### config.mk
export PLATFORM = sky130hd
export DESIGN_NAME = afepc_top
export DESIGN_NICKNAME = d
export VERILOG_FILES = /design/src/common/afepc_pkg.sv /design/src/verilog/afepc_top.sv
export SDC_FILE = /design/constraint.sdc
export NUM_CORES = 1
export LEC_CHECK = 0
export ABC_CLOCK_PERIOD_IN_PS = 5500
export BUFFER_PORTS_ARGS = -buffer_cell sky130_fd_sc_hd__buf_2
export CAP_MARGIN = 20
export CORE_MARGIN = 4
export CORE_UTILIZATION = 59
export DETAILED_ROUTE_END_ITERATION = 10
export PLACE_DENSITY_LB_ADDON = 0.2
export SLEW_MARGIN = 20
export SYNTH_ARGS = -nofsm -noshare
export SYNTH_HDL_FRONTEND = slang
export SYNTH_SLANG_ARGS = --single-unit
### constraint.sdc
create_clock -name sys_clk -period 5.5 [get_ports sys_clk]
set_input_delay 0.275 -clock sys_clk [delete_from_list [all_inputs] [get_ports sys_clk]]
set_output_delay 0.275 -clock sys_clk [all_outputs]
set_load 0.05 [all_outputs]
### src/common/afepc_pkg.sv
`default_nettype none
package afepc_pkg;

    // register byte addresses (word aligned), plus the LED config word index
    localparam logic [7:0] ADDR_LED_CFG = 8'h28;
    localparam logic [7:0] ADDR_EMIT_A = 8'h00;
    localparam logic [7:0] ADDR_EMIT_B = 8'h04;
    localparam logic [7:0] ADDR_BATT_LOAD = 8'h08;
    localparam logic [7:0] ADDR_CTRL = 8'h0c;
    localparam logic [7:0] ADDR_TIA = 8'h10;
    localparam logic [7:0] ADDR_COMP_A = 8'h14;
    localparam logic [7:0] ADDR_COMP_B = 8'h18;
    localparam logic [7:0] ADDR_SAMPLE = 8'h1c;
    localparam logic [7:0] ADDR_STATUS = 8'h20;
    localparam logic [7:0] LED_CFG_INDEX = 8'h0a;

    // field positions
    localparam int DOUBLE_BIT = 0;
    localparam int CTRL_BATT_BIT = 0;
    localparam int CTRL_CONV_BIT = 1;
    localparam int CTRL_OPEN_BIT = 2;
    localparam int STAT_SRST_BIT = 0;
    localparam int STAT_READY_BIT = 1;

    // reset values
    localparam logic [7:0] CODE_RESET = 8'h00;
    localparam logic [7:0] SAMPLE_RESET = 8'h00;

    // timing, 100 MHz clock
    localparam int CLK_MHZ = 100;
    localparam int OVERLAP_US = 25;
    localparam int WAKE_US = 50;
    localparam int OVERLAP_CYC = OVERLAP_US * CLK_MHZ;
    localparam int WAKE_CYC = WAKE_US * CLK_MHZ - 1;

    // current path selection
    typedef enum logic [1:0] {
        AFEPC_PATH_NONE = 2'b00,
        AFEPC_PATH_A = 2'b01,
        AFEPC_PATH_B = 2'b10,
        AFEPC_PATH_BATT = 2'b11
    } afepc_path_e;

    // synchronised pin group
    typedef struct packed {
        logic fe_en;
        logic em_a;
        logic em_b;
        logic dsel;
        logic iodir;
        logic transceive_pin;
        logic hv_in;
    } afepc_pins_s;

    // sink driver outputs
    typedef struct packed {
        afepc_path_e path;
        logic [7:0] code;
        logic base;
        logic dbl;
    } afepc_sink_s;

endpackage
`default_nettype wire

### src/verilog/afepc_top.sv
`timescale 1ns/1ps
`default_nettype none

// What this block does
// - sink current only while front-end enable is high
// - emitter A alone with battery test off selects path A, base plus code, scale set by doubling bit
// - doubling bit set gives doubled base and doubled step
// - emitter B alone with battery test off selects path B, base plus code
// - battery test with emitter A alone sinks load code from battery pin
// - every other enable combination selects no path
// - both enables high over 25 us sets soft-reset flag
// - doubling control is bit 0 of register index 0x0a
// - converter off: select pin low picks diode 1, high diode 2
// - converter on: per-sample configuration picks the diode
// - open-input bit disconnects both diodes
// - gain and input-stage fields each select one of four values
// - each channel has its own 8-bit offset code
// - direction low: hv driver off, received level out on transceive pin
// - direction high: transceive pin level drives hv output
// - direction input defaults to receive when floating
// - ready rises within 50 us of front-end enable rising
module afepc_top #(
    parameter int OVERLAP_CYCLES = afepc_pkg::OVERLAP_CYC,
    parameter int WAKE_CYCLES = afepc_pkg::WAKE_CYC
) (
    input wire logic sys_clk,
    input wire logic srst,
    input wire logic wb_cyc_i,
    input wire logic wb_stb_i,
    input wire logic wb_we_i,
    input wire logic [7:0] wb_adr_i,
    input wire logic [31:0] wb_dat_i,
    input wire logic [3:0] wb_sel_i,
    output logic [31:0] wb_dat_o,
    output logic wb_ack_o,
    input wire logic frontend_enable,
    input wire logic emitter_a_enable,
    input wire logic emitter_b_enable,
    input wire logic diode_select,
    input wire logic io_direction,
    input wire logic transceive_pin_i,
    output logic transceive_pin_o,
    output logic transceive_pin_oe,
    input wire logic hv_line_in,
    output logic hv_line_out,
    output logic hv_line_out_oe,
    output logic frontend_ready,
    output logic soft_reset_flag,
    output afepc_pkg::afepc_sink_s sink,
    output logic diode1_connect,
    output logic diode2_connect,
    output logic [1:0] amp_gain_select,
    output logic [1:0] input_stage_gain,
    output logic [7:0] channel_a_offset_comp,
    output logic [7:0] channel_b_offset_comp
);

    typedef struct packed {
        afepc_pkg::afepc_pins_s s1;
        afepc_pkg::afepc_pins_s s2;
        logic dsel_d;
        logic [7:0] code_a;
        logic [7:0] code_b;
        logic [7:0] code_batt;
        logic dbl;
        logic batt_en;
        logic conv_en;
        logic open_in;
        logic [1:0] gain;
        logic [1:0] istage;
        logic [7:0] comp_a;
        logic [7:0] comp_b;
        logic [7:0] per_sample_config;
        logic [2:0] sample_idx;
        logic [15:0] ovl_cnt;
        logic [15:0] wake_cnt;
        logic ready;
        logic srst_flag;
        afepc_pkg::afepc_sink_s sink;
        logic d1;
        logic d2;
        logic tx_o;
        logic tx_oe;
        logic hv_o;
        logic hv_oe;
        logic [31:0] rdata;
        logic ack;
    } afepc_state_s;

    afepc_state_s st_reg;
    afepc_state_s st_next;

    logic wb_req;
    logic [31:0] rd_mux;
    logic [31:0] wmask;
    logic [31:0] wval;
    afepc_pkg::afepc_path_e path_sel;
    logic pd2_pick;

    assign wb_req = wb_cyc_i && wb_stb_i && !st_reg.ack;

    // byte-lane mask for writes
    always_comb begin
        for (int i = 0; i < 4; i++) begin
            wmask[8*i +: 8] = {8{wb_sel_i[i]}};
        end
    end

    // read decode, unmapped addresses read zero
    always_comb begin
        rd_mux = 32'h0;
        case (wb_adr_i)
            afepc_pkg::ADDR_EMIT_A: rd_mux = {24'h0, st_reg.code_a};
            afepc_pkg::ADDR_EMIT_B: rd_mux = {24'h0, st_reg.code_b};
            afepc_pkg::ADDR_BATT_LOAD: rd_mux = {24'h0, st_reg.code_batt};
            afepc_pkg::ADDR_CTRL: rd_mux = {29'h0, st_reg.open_in, st_reg.conv_en, st_reg.batt_en};
            afepc_pkg::ADDR_TIA: rd_mux = {28'h0, st_reg.istage, st_reg.gain};
            afepc_pkg::ADDR_COMP_A: rd_mux = {24'h0, st_reg.comp_a};
            afepc_pkg::ADDR_COMP_B: rd_mux = {24'h0, st_reg.comp_b};
            afepc_pkg::ADDR_SAMPLE: rd_mux = {24'h0, st_reg.per_sample_config};
            afepc_pkg::ADDR_STATUS: rd_mux = {26'h0, st_reg.sample_idx, 1'b0, st_reg.ready, st_reg.srst_flag};
            afepc_pkg::ADDR_LED_CFG: rd_mux = {31'h0, st_reg.dbl};
            default: rd_mux = 32'h0;
        endcase
    end

    // decode of the synchronised enables into one path
    always_comb begin
        path_sel = afepc_pkg::AFEPC_PATH_NONE;
        if (st_reg.s2.fe_en) begin
            case ({st_reg.batt_en, st_reg.s2.em_b, st_reg.s2.em_a})
                3'b001: path_sel = afepc_pkg::AFEPC_PATH_A;
                3'b010: path_sel = afepc_pkg::AFEPC_PATH_B;
                3'b101: path_sel = afepc_pkg::AFEPC_PATH_BATT;
                default: path_sel = afepc_pkg::AFEPC_PATH_NONE;
            endcase
        end
    end

    // diode choice: pin when converter off, sample table when on
    always_comb begin
        if (st_reg.conv_en) begin
            pd2_pick = st_reg.per_sample_config[st_reg.sample_idx];
        end else begin
            pd2_pick = st_reg.s2.dsel;
        end
    end

    // next-state logic
    always_comb begin
        st_next = st_reg;
        // two-stage synchroniser of all pins
        st_next.s1 = '{frontend_enable, emitter_a_enable, emitter_b_enable, diode_select,
                       io_direction, transceive_pin_i, hv_line_in};
        st_next.s2 = st_reg.s1;
        st_next.dsel_d = st_reg.s2.dsel;
        // bus slave, one wait state then ack
        st_next.ack = wb_req;
        st_next.rdata = wb_req ? rd_mux : 32'h0;
        wval = 32'h0;
        if (wb_req && wb_we_i) begin
            case (wb_adr_i)
                afepc_pkg::ADDR_EMIT_A: st_next.code_a = wb_dat_i[7:0] & wmask[7:0] | st_reg.code_a & ~wmask[7:0];
                afepc_pkg::ADDR_EMIT_B: st_next.code_b = wb_dat_i[7:0] & wmask[7:0] | st_reg.code_b & ~wmask[7:0];
                afepc_pkg::ADDR_BATT_LOAD: st_next.code_batt = wb_dat_i[7:0] & wmask[7:0] | st_reg.code_batt & ~wmask[7:0];
                afepc_pkg::ADDR_CTRL: begin
                    if (wb_sel_i[0]) begin
                        st_next.batt_en = wb_dat_i[afepc_pkg::CTRL_BATT_BIT];
                        st_next.conv_en = wb_dat_i[afepc_pkg::CTRL_CONV_BIT];
                        st_next.open_in = wb_dat_i[afepc_pkg::CTRL_OPEN_BIT];
                    end
                end
                afepc_pkg::ADDR_TIA: begin
                    if (wb_sel_i[0]) begin
                        st_next.gain = wb_dat_i[1:0];
                        st_next.istage = wb_dat_i[3:2];
                    end
                end
                afepc_pkg::ADDR_COMP_A: st_next.comp_a = wb_dat_i[7:0] & wmask[7:0] | st_reg.comp_a & ~wmask[7:0];
                afepc_pkg::ADDR_COMP_B: st_next.comp_b = wb_dat_i[7:0] & wmask[7:0] | st_reg.comp_b & ~wmask[7:0];
                afepc_pkg::ADDR_SAMPLE: st_next.per_sample_config = wb_dat_i[7:0] & wmask[7:0] | st_reg.per_sample_config & ~wmask[7:0];
                afepc_pkg::ADDR_STATUS: wval = wb_dat_i;
                afepc_pkg::ADDR_LED_CFG: begin
                    if (wb_sel_i[0]) begin
                        st_next.dbl = wb_dat_i[afepc_pkg::DOUBLE_BIT];
                    end
                end
                default: wval = 32'h0;
            endcase
        end
        // overlap counter, cleared by either enable dropping
        if (st_reg.s2.em_a && st_reg.s2.em_b) begin
            if (st_reg.ovl_cnt < 16'(OVERLAP_CYCLES)) begin
                st_next.ovl_cnt = st_reg.ovl_cnt + 16'h1;
            end
        end else begin
            st_next.ovl_cnt = 16'h0;
        end
        // soft-reset flag: write one clears, a new set wins
        if (wb_sel_i[0] && wval[afepc_pkg::STAT_SRST_BIT]) begin
            st_next.srst_flag = 1'b0;
        end
        if (st_reg.ovl_cnt == 16'(OVERLAP_CYCLES - 1) && st_reg.s2.em_a && st_reg.s2.em_b) begin
            st_next.srst_flag = 1'b1;
        end
        // wake timer and ready
        if (!st_reg.s2.fe_en) begin
            st_next.wake_cnt = 16'h0;
            st_next.ready = 1'b0;
            st_next.sample_idx = 3'h0;
        end else if (!st_reg.ready) begin
            st_next.wake_cnt = st_reg.wake_cnt + 16'h1;
            if (st_reg.wake_cnt == 16'(WAKE_CYCLES - 4)) begin
                st_next.ready = 1'b1;
            end
        end
        // each diode-select rising edge while the front end and converter are on advances the sample slot; the edge comes
        // from the second sync stage and its delayed copy, never the first stage
        if (st_reg.s2.fe_en && st_reg.conv_en && st_reg.s2.dsel && !st_reg.dsel_d) begin
            st_next.sample_idx = st_reg.sample_idx + 3'h1;
        end
        // registered sink outputs, base and step doubled together
        st_next.sink.path = path_sel;
        st_next.sink.code = (path_sel == afepc_pkg::AFEPC_PATH_A) ? st_reg.code_a :
                            (path_sel == afepc_pkg::AFEPC_PATH_B) ? st_reg.code_b :
                            (path_sel == afepc_pkg::AFEPC_PATH_BATT) ? st_reg.code_batt : 8'h00;
        st_next.sink.base = (path_sel == afepc_pkg::AFEPC_PATH_A) || (path_sel == afepc_pkg::AFEPC_PATH_B);
        st_next.sink.dbl = st_reg.dbl && (path_sel != afepc_pkg::AFEPC_PATH_NONE);
        // diode routing
        st_next.d1 = st_reg.s2.fe_en && !st_reg.open_in && !pd2_pick;
        st_next.d2 = st_reg.s2.fe_en && !st_reg.open_in && pd2_pick;
        // level translator direction
        st_next.tx_oe = !st_reg.s2.iodir;
        st_next.tx_o = !st_reg.s2.iodir && st_reg.s2.hv_in;
        st_next.hv_oe = st_reg.s2.iodir;
        st_next.hv_o = st_reg.s2.iodir && st_reg.s2.transceive_pin;
    end

    // single state register
    always_ff @(posedge sys_clk) begin
        if (srst) begin
            st_reg <= '0;
        end else begin
            st_reg <= st_next;
        end
    end

    assign wb_dat_o = st_reg.rdata;
    assign wb_ack_o = st_reg.ack;
    assign transceive_pin_o = st_reg.tx_o;
    assign transceive_pin_oe = st_reg.tx_oe;
    assign hv_line_out = st_reg.hv_o;
    assign hv_line_out_oe = st_reg.hv_oe;
    assign frontend_ready = st_reg.ready;
    assign soft_reset_flag = st_reg.srst_flag;
    assign sink = st_reg.sink;
    assign diode1_connect = st_reg.d1;
    assign diode2_connect = st_reg.d2;
    assign amp_gain_select = st_reg.gain;
    assign input_stage_gain = st_reg.istage;
    assign channel_a_offset_comp = st_reg.comp_a;
    assign channel_b_offset_comp = st_reg.comp_b;

    // helper: cycles since enable rose
    logic [15:0] since_rise;
    always_ff @(posedge sys_clk) begin
        if (srst || !st_reg.s2.fe_en) begin
            since_rise <= 16'h0;
        end else if (since_rise != 16'hffff) begin
            since_rise <= since_rise + 16'h1;
        end
    end
endmodule

`default_nettype wire

==> Implementation_results.wiki, run 1 <==
{| class="wikitable"
! Metric !! Value
|-
| Psw || 0.519 mW
|-
| Final-layout worst hold slack || 0.0992 ns
|-
| Count of flip-flops with a built-in enable after synthesis || 0
|-
| Setup Skew || 0.00678 ns
|-
| Cell with the most instances after synthesis || sky130_fd_sc_hd__dfxtp_1
|-
| Longest Clk Path Bufs || 2
|-
| Synth Warn # || 0
|-
| Crit. End Element || register
|-
| Fraction of final layout cells with drive strength greater than 1 || 0.184
|-
| Share of synthesized cell area in and, or, nand and nor gates || 0.225
|-
| Clk Latency, worst-skew pair || 0.53 ns
|-
| Remaining design rule violation count || 0
|-
| Reported max-cap violation count || 0
|-
| Element type at the critical path start || register
|-
| Initial antenna violation count || 0
|-
| Number of hold violations in the final report || 0
|-
| Xor and xnor area share after synthesis || 0.0179
|-
| Final GP Congestion || 0.899
|-
| Cell internal power dissipation || 1.70 mW
|-
| Ranking of synthesized cells by area || sky130_fd_sc_hd__dfxtp_1 42%, sky130_fd_sc_hd__mux2i_1 11%, sky130_fd_sc_hd__buf_4 7.7%
|-
| Final count of pins violating max slew || 0
|-
| Type of the setup path with the least slack || register to register
|-
| Sequential fraction of design power || 0.445
|-
| Total power density per cell area || 314 mW/mm^2
|-
| Synth async-reset ratio || 0
|-
| Area used by multi-input combinational logic || 0.00311 mm^2
|-
| Vias after detailed routing || 4823
|-
| Global-route wire length before repair || 22200 um
|-
| Number of distinct library cells after synthesis || 57
|-
| Antenna Nets Post-Route || 0
|-
| Pre-CTS worst setup slack || 2.93 ns
|-
| CTS sink cnt || 135
|-
| Gr ovfl total || 0
|-
| Logic gate share of total power || 0.052
|-
| Number of diodes || 0
|-
| Hpwl dp || 9670 um
|-
| Commonest register cell after synthesis || sky130_fd_sc_hd__dfxtp_1
|-
| Clock share of power || 0.503
|-
| Synth Register Bits || 135
|-
| Proportion of total power due to net switching || 0.234
|-
| Worst hold path class || input port to register
|-
| Number of global-route vias before repair || 4568
|-
| Net count reported at finish || 763
|-
| Post-layout minimum cycle time || 2.52 ns
|-
| Layout Cells excl Fill || 849
|-
| Total Wirelength || 13800 um
|-
| Sequential cell area || 0.00270 mm^2
|-
| Lkg Pwr || 2.66 nW
|-
| Slew Limit Headroom || 0.348
|-
| Post-synthesis sequential area ratio || 0.424
|-
| Area share of the largest cell type after synthesis || 0.424
|-
| Syn avg cell area || 9.47 um^2
|-
| Leading cell types by count after synthesis || 135 x sky130_fd_sc_hd__dfxtp_1, 92 x sky130_fd_sc_hd__nor2_1, 70 x sky130_fd_sc_hd__mux2i_1, 65 x sky130_fd_sc_hd__buf_4, 36 x sky130_fd_sc_hd__a21oi_1
|-
| DRT Pass-1 Iters || 5
|-
| Mux share of post-synthesis cell area || 0.136
|-
| Maximum vdd ir drop || 0.000249 V
|-
| Initial Utilization || 0.612
|-
| Post-synthesis to final-layout area growth || 10.8%
|-
| Core box area || 0.0104 mm^2
|-
| Number of buffers added by the clock tree synthesis step || 17
|-
| DRT iter0 DRCs || 235
|-
| Required time at the worst-slack endpoint || 5.89 ns
|-
| Htree depth || 4
|-
| Number of buffers added for setup after CTS || 0
|-
| Post-route clock period utilization || 0.458
|-
| Overall Global Routing Usage || 0.220
|-
| Setup repair after global routing missed its margin || false
|-
| Library cell with the largest summed area after synthesis || sky130_fd_sc_hd__dfxtp_1
|-
| Worst-Margin Slew || 0.975 ns
|-
| Die H || 112 um
|-
| Data arrival, critical path || 2.91 ns
|-
| Number of cells in the design after placement || 810
|-
| Fmax || 0.397 GHz
|-
| Clock Tree Root || sky130_fd_sc_hd__clkbuf_8
|-
| Routed length per placed instance || 16.2 um
|-
| Fillers || 835
|-
| Clock tree from TritonCTS || built
|-
| Largest net degree at the start of global routing || 62
|-
| Synthesized-area fraction occupied by ao, oa, aoi and oai cells || 0.0785
|-
| Top-Level Pins || 129
|-
| Core Rows || 37
|-
| Post-synthesis cell area || 0.00638 mm^2
|-
| DIE AREA || 0.0125 mm^2
|-
| Worst-case setup margin in the final layout || 2.98 ns
|-
| Setup violation total in the final timing report || 0
|-
| Largest family of logic cells by synthesized area || simple AND/OR/NAND/NOR gates
|-
| Final Power || 2.22 mW
|-
| Via density per instance || 5.68
|-
| Post-synthesis instance total || 673
|-
| Outcome || finished clean
|-
| Clock-pin slew on the worst setup and hold paths || 0.06 ns
|-
| CP Max Fanout || 12
|-
| Total Neg Setup Slack || 0 ns
|-
| # port buffers || 77
|-
| DIE WIDTH || 112 um
|-
| Share of synthesized cell area in full adder, half adder and majority cells || 0.0137
|}
==> layout by cell type, fill, tap and decap left out, types with 8 or more instances in the layout <==
master / count
sky130_fd_sc_hd__o21ai_0: 12
sky130_fd_sc_hd__dfxtp_1: 135
sky130_fd_sc_hd__nand2_1: 31
sky130_fd_sc_hd__conb_1: 24
sky130_fd_sc_hd__nand3b_1: 11
sky130_fd_sc_hd__mux2i_1: 70
sky130_fd_sc_hd__buf_2: 77
sky130_fd_sc_hd__and2_1: 8
sky130_fd_sc_hd__nor2_1: 92
sky130_fd_sc_hd__a21oi_1: 36
sky130_fd_sc_hd__xor2_1: 10
sky130_fd_sc_hd__clkbuf_16: 16
sky130_fd_sc_hd__or3_1: 12
sky130_fd_sc_hd__nand3_1: 16
sky130_fd_sc_hd__nor2b_1: 20
==> final cells by class <==
| class | count | share of cell area |
|---|---|---|
| Multi-Input combinational cell | 455 | 0.440 |
| Sequential cell | 135 | 0.383 |
| Timing Repair Buffer | 85 | 0.0656 |
| Clock buffer | 17 | 0.0586 |
| Clock inverter | 15 | 0.0253 |
| Tap cell | 136 | 0.0241 |
| Inverter | 6 | 0.00319 |
==> path summary, 6_finish.rpt <==
kind | cells after the start | startpoint | endpoint | slack, ns
worst max-delay path | 4 | wb_ack_o$_SDFF_PP0_ | register | 2.98
worst min-delay path | 3 | wb_dat_i[7] | register | 0.1
worst max register to register | 4 | wb_ack_o$_SDFF_PP0_ | register | 2.98
worst min register to register | 1 | st_next[149]$_SDFF_PP0_ | st_reg[149]$_SDFF_PP0_ | 0.44
==> stage by stage <==
| step | cell area, um^2 | util |
|---|---|---|
| global placement | 6390 | 0.613 |
| CTS | 7050 | 0.677 |
| finish | 7060 | 0.678 |
| floorplan | 6460 | - |
| detailed placement | 6390 | 0.613 |
| global route | 7060 | 0.678 |
==> power groups by stage <==
stage,sequential (mW),combinational [mW],clock [mW]
4_1_cts,0.988,0.114,1.14
3_5_place_dp,1.01,0.110,0
6_report,0.988,0.116,1.12
5_1_grt,0.988,0.123,1.18
2_1_floorplan,1.01,0.0948,0
3_3_place_gp,1.01,0.109,0
==> repair_timing <==
| item | CTS | global route |
|---|---|---|
| hold buffers | 7 | 0 |
| resized for setup | 0 | 0 |
| hold endpoints to repair | 7 | 0 |
==> metal layers <==
layer	vias to the layer above	GRT usage	share of wire
li1	2334	-	-
met1	2281	0.262	0.41
met2	176	0.367	0.48
met3	32	0.0712	0.074
met4	0	0.0929	0.031
met5	-	0	0
==> cells by family after synthesis <==
logic type	after synthesis
compound gates	81
xor+xnor	13
fa+ha+maj	7
buf+inv	106
flops	135
mux	79
other cells	1
simple gates	251
==> critical path: stages, from the launching register on <==
cell	delay [ns]
sky130_fd_sc_hd__dfxtp_1	0.31
sky130_fd_sc_hd__nand3b_1	0.71
sky130_fd_sc_hd__nor4_4	1.02
sky130_fd_sc_hd__mux2i_1	0.28
sky130_fd_sc_hd__nor2_1	0.06
No activity file was read; power rests on OpenSTA's default activity.
==> run 2, diff against run 1 <==
--- a/config.mk
+++ b/config.mk
@@ -5,11 +5,11 @@
 export SDC_FILE = /design/constraint.sdc
 export NUM_CORES = 1
 export LEC_CHECK = 0
-export ABC_CLOCK_PERIOD_IN_PS = 5500
+export ABC_CLOCK_PERIOD_IN_PS = 2600
 export BUFFER_PORTS_ARGS = -buffer_cell sky130_fd_sc_hd__buf_2
 export CAP_MARGIN = 20
 export CORE_MARGIN = 4
-export CORE_UTILIZATION = 59
+export CORE_UTILIZATION = 55
 export DETAILED_ROUTE_END_ITERATION = 10
 export PLACE_DENSITY_LB_ADDON = 0.2
 export SLEW_MARGIN = 20
==> constraint.sdc (replaced) <==
create_clock -name sys_clk -period 2.6 [get_ports sys_clk]
set_input_delay 0.13 -clock sys_clk [delete_from_list [all_inputs] [get_ports sys_clk]]
set_output_delay 0.13 -clock sys_clk [all_outputs]
set_load 0.05 [all_outputs]
==> Implementation_results.wiki, run 2 (synthesized netlist as in run 1, its figures left out) <==
{| class="wikitable"
! Metric !! Value
|-
| Maximum vdd ir drop || 0.000496 V (+100%)
|-
| Overall Global Routing Usage || 0.225 (+0.00420)
|-
| Post-route clock period utilization || 0.830 (+0.372)
|-
| Number of diodes || 0 (unchanged)
|-
| DIE AREA || 0.0134 mm^2 (+6.7%)
|-
| Post-layout minimum cycle time || 2.16 ns (-0.363 ns)
|-
| Most frequent CP cell || sky130_fd_sc_hd__buf_4
|-
| Net count reported at finish || 777 (+1.8%)
|-
| Area after detailed placement || 0.00650 mm^2 (+1.8%)
|-
| Element type at the critical path start || register
|-
| Most common cell after layout, fill and taps aside || sky130_fd_sc_hd__dfxtp_1
|-
| Total power density per cell area || 687 mW/mm^2 (+120%)
|-
| DRT iter0 DRCs || 337 (+43%)
|-
| Hold path start || wb_dat_i[6]
|-
| Cell internal power dissipation || 3.91 mW (+130%)
|-
| Number of buffers added by the clock tree synthesis step || 17 (unchanged)
|-
| Final standard cell utilization of the core || 0.635 (-0.0431)
|-
| Final count of pins violating max slew || 0 (unchanged)
|-
| Category of cells accounting for the largest share of critical-path delay || simple AND/OR/NAND/NOR gates
|-
| Remaining design rule violation count || 0 (unchanged)
|-
| Setup repair after global routing missed its margin || false
|-
| Clk Latency, worst-skew pair || 0.42 ns (-0.11 ns)
|-
| Antenna Nets Post-Route || 0 (unchanged)
|-
| Worst hold path class || input port to register
|-
| Crit. End Element || register
|-
| Clock share of power || 0.527 (+0.024)
|-
| Outcome || finished clean
|-
| Data arrival, critical path || 2.44 ns (-0.47 ns)
|-
| Number of buffers added for setup after CTS || 0 (unchanged)
|-
| Proportion of total power due to net switching || 0.211 (-0.0226)
|-
| Sequential fraction of design power || 0.421 (-0.024)
|-
| Clock-pin slew on the worst setup and hold paths || 0.06 ns (about the same)
|-
| Final GP Congestion || 0.914 (+1.7%)
|-
| # port buffers || 77 (unchanged)
|-
| Die H || 116 um (+3.3%)
|-
| Largest net degree at the start of global routing || 49 (-21%)
|-
| Post-synthesis to final-layout area growth || 13.2%
|-
| Pre-CTS worst setup slack || 0.420 ns (-2.51 ns)
|-
| Worst reg2reg startpoint || wb_ack_o$_SDFF_PP0_
|-
| Worst R2R Path Depth || 6 (+2)
|-
| Htree depth || 4 (unchanged)
|-
| Gr ovfl total || 0 (unchanged)
|-
| Core box area || 0.0114 mm^2 (+9.2%)
|-
| Number of hold violations in the final report || 0 (unchanged)
|-
| Total of cells resized after clock tree synthesis || 0 (unchanged)
|-
| Fmax || 0.463 GHz (+17%)
|-
| DRT Pass-1 Iters || 4 (-1)
|-
| Worst-case setup margin in the final layout || 0.441 ns (-2.54 ns)
|-
| DIE WIDTH || 116 um (+3.3%)
|-
| Cell-by-cell trace of the critical path || nand3b_1, buf_4, nor4_4, buf_4, mux2i_1, nor2_1
|-
| Lkg Pwr || 2.75 nW (+3.7%)
|-
| Setup violation total in the final timing report || 0 (unchanged)
|-
| Routed length per placed instance || 16.7 um (+2.9%)
|-
| Worst-Margin Slew || 0.857 ns (-0.119 ns)
|-
| Fraction of final layout cells with drive strength greater than 1 || 0.193 (+0.00884)
|-
| Number of buffer and inverter instances along the worst setup path || 2 (+2)
|-
| Slew Limit Headroom || 0.421 (+0.0730)
|-
| CP Depth || 6 (+2)
|-
| Type of the setup path with the least slack || register to register
|-
| Core Rows || 39 (+5.4%)
|-
| Total Neg Setup Slack || 0 ns (unchanged)
|-
| Via density per instance || 5.57 (-2.0%)
|-
| Most frequent cells in the layout || 135 x sky130_fd_sc_hd__dfxtp_1, 92 x sky130_fd_sc_hd__nor2_1, 77 x sky130_fd_sc_hd__buf_2, 70 x sky130_fd_sc_hd__mux2i_1, 36 x sky130_fd_sc_hd__a21oi_1
|-
| Initial antenna violation count || 0 (unchanged)
|-
| Cell depth of the worst hold path || 3 (unchanged)
|-
| Logic gate share of total power || 0.051 (about the same)
|-
| Hpwl dp || 10200 um (+5.5%)
|-
| Number of global-route vias before repair || 4700 (+2.9%)
|-
| Longest Clk Path Bufs || 2 (unchanged)
|-
| Worst reg2reg setup slack || 0.44 ns (-2.54 ns)
|-
| Clock Tree Root || sky130_fd_sc_hd__clkbuf_16
|-
| Required time at the worst-slack endpoint || 2.88 ns (-3.01 ns)
|-
| Top-Level Pins || 129 (unchanged)
|-
| Vias after detailed routing || 4845 (+0.46%)
|-
| Setup Skew || 0.0137 ns (+0.00689 ns)
|-
| Initial Utilization || 0.561 (-0.0513)
|-
| Final design area excluding fillers || 0.00722 mm^2 (+2.2%)
|-
| CTS sink cnt || 135 (unchanged)
|-
| CP Max Fanout || 9 (-3)
|-
| Slowest Stage Delay on Critical Path || 0.53 ns (-0.49 ns)
|-
| Global-route wire length before repair || 23300 um (+4.8%)
|-
| Reported max-cap violation count || 0 (unchanged)
|-
| Critical Path Slowest Stage Cell || sky130_fd_sc_hd__nand3b_1
|-
| Total Wirelength || 14500 um (+5.4%)
|-
| Psw || 1.05 mW (+100%)
|-
| Clock tree from TritonCTS || built
|}
==> run 2: layout make-up <==
| type | instances | area [um^2] |
|---|---|---|
| Fill cell | 952 | 4150 |
| Multi-Input combinational cell | 455 | 3100 |
| Sequential cell | 135 | 2700 |
| Timing Repair Buffer | 99 | 568 |
| Clock buffer | 23 | 478 |
| Tap cell | 143 | 179 |
| Clock inverter | 9 | 170 |
| Inverter | 6 | 22.5 |
==> run 2: routing by layer <==
metal / global-route usage / up-vias / share of wire / wire [um]
li1: - / 2356 / - / -
met1: 0.270 / 2300 / 0.42 / 6030
met2: 0.360 / 153 / 0.48 / 6900
met3: 0.0700 / 36 / 0.072 / 1040
met4: 0.123 / 0 / 0.037 / 537
met5: 0 / - / 0 / 0
==> run 2: how the worst max path moves through the flow <==
| stage | start | endpoint | slack [ns] |
|---|---|---|---|
| 2_1_floorplan | wb_ack_o$_SDFF_PP0_ | register | 0.39 |
| 4_1_cts | wb_ack_o$_SDFF_PP0_ | register | 0.43 |
| 3_5_place_dp | wb_adr_i[4] | st_reg[117]$_SDFFE_PP0P_ | 0.42 |
| 6_report | wb_ack_o$_SDFF_PP0_ | register | 0.44 |
| 3_3_place_gp | wb_adr_i[4] | register | 0.45 |
| 5_1_grt | st_reg[84]$_SDFFE_PP0N_ | st_reg[74]$_SDFFE_PP0N_ | 0.26 |
==> run 2: repair_timing <==
item,CTS,global route
endpoints found under the hold margin,7,0
hold buffers,7,0
endpoints found under the setup margin,0,0
==> run 2: metrics by stage <==
step / hold WS [ns] / instances / total power [mW]
2_1_floorplan: 0.258 / 696 / 2.34
3_3_place_gp: 0.346 / 831 / 2.37
3_5_place_dp: 0.346 / 831 / 2.38
4_1_cts: 0.0513 / 870 / 5.00
5_1_grt: 0.0765 / 870 / 5.11
6_report: 0.0744 / 870 / 4.96
==> run 2: worst register-to-register path, cell delays in order, from the launching register on <==
cell                       delay [ns]
sky130_fd_sc_hd__dfxtp_1         0.30
sky130_fd_sc_hd__nand3b_1        0.53
sky130_fd_sc_hd__buf_4           0.37
sky130_fd_sc_hd__nor4_4          0.26
sky130_fd_sc_hd__buf_4           0.25
sky130_fd_sc_hd__mux2i_1         0.25
sky130_fd_sc_hd__nor2_1          0.06
==> run 2: power by group through the flow <==
stage                     logic, mW  clock network (mW)  registers [mW]
after detailed placement      0.243                   0            2.13
after CTS                     0.252                2.66            2.09
after floorplan               0.201                   0            2.14
after global placement        0.240                   0            2.13
final                         0.254                2.62            2.09
after global routing          0.270                2.75            2.09
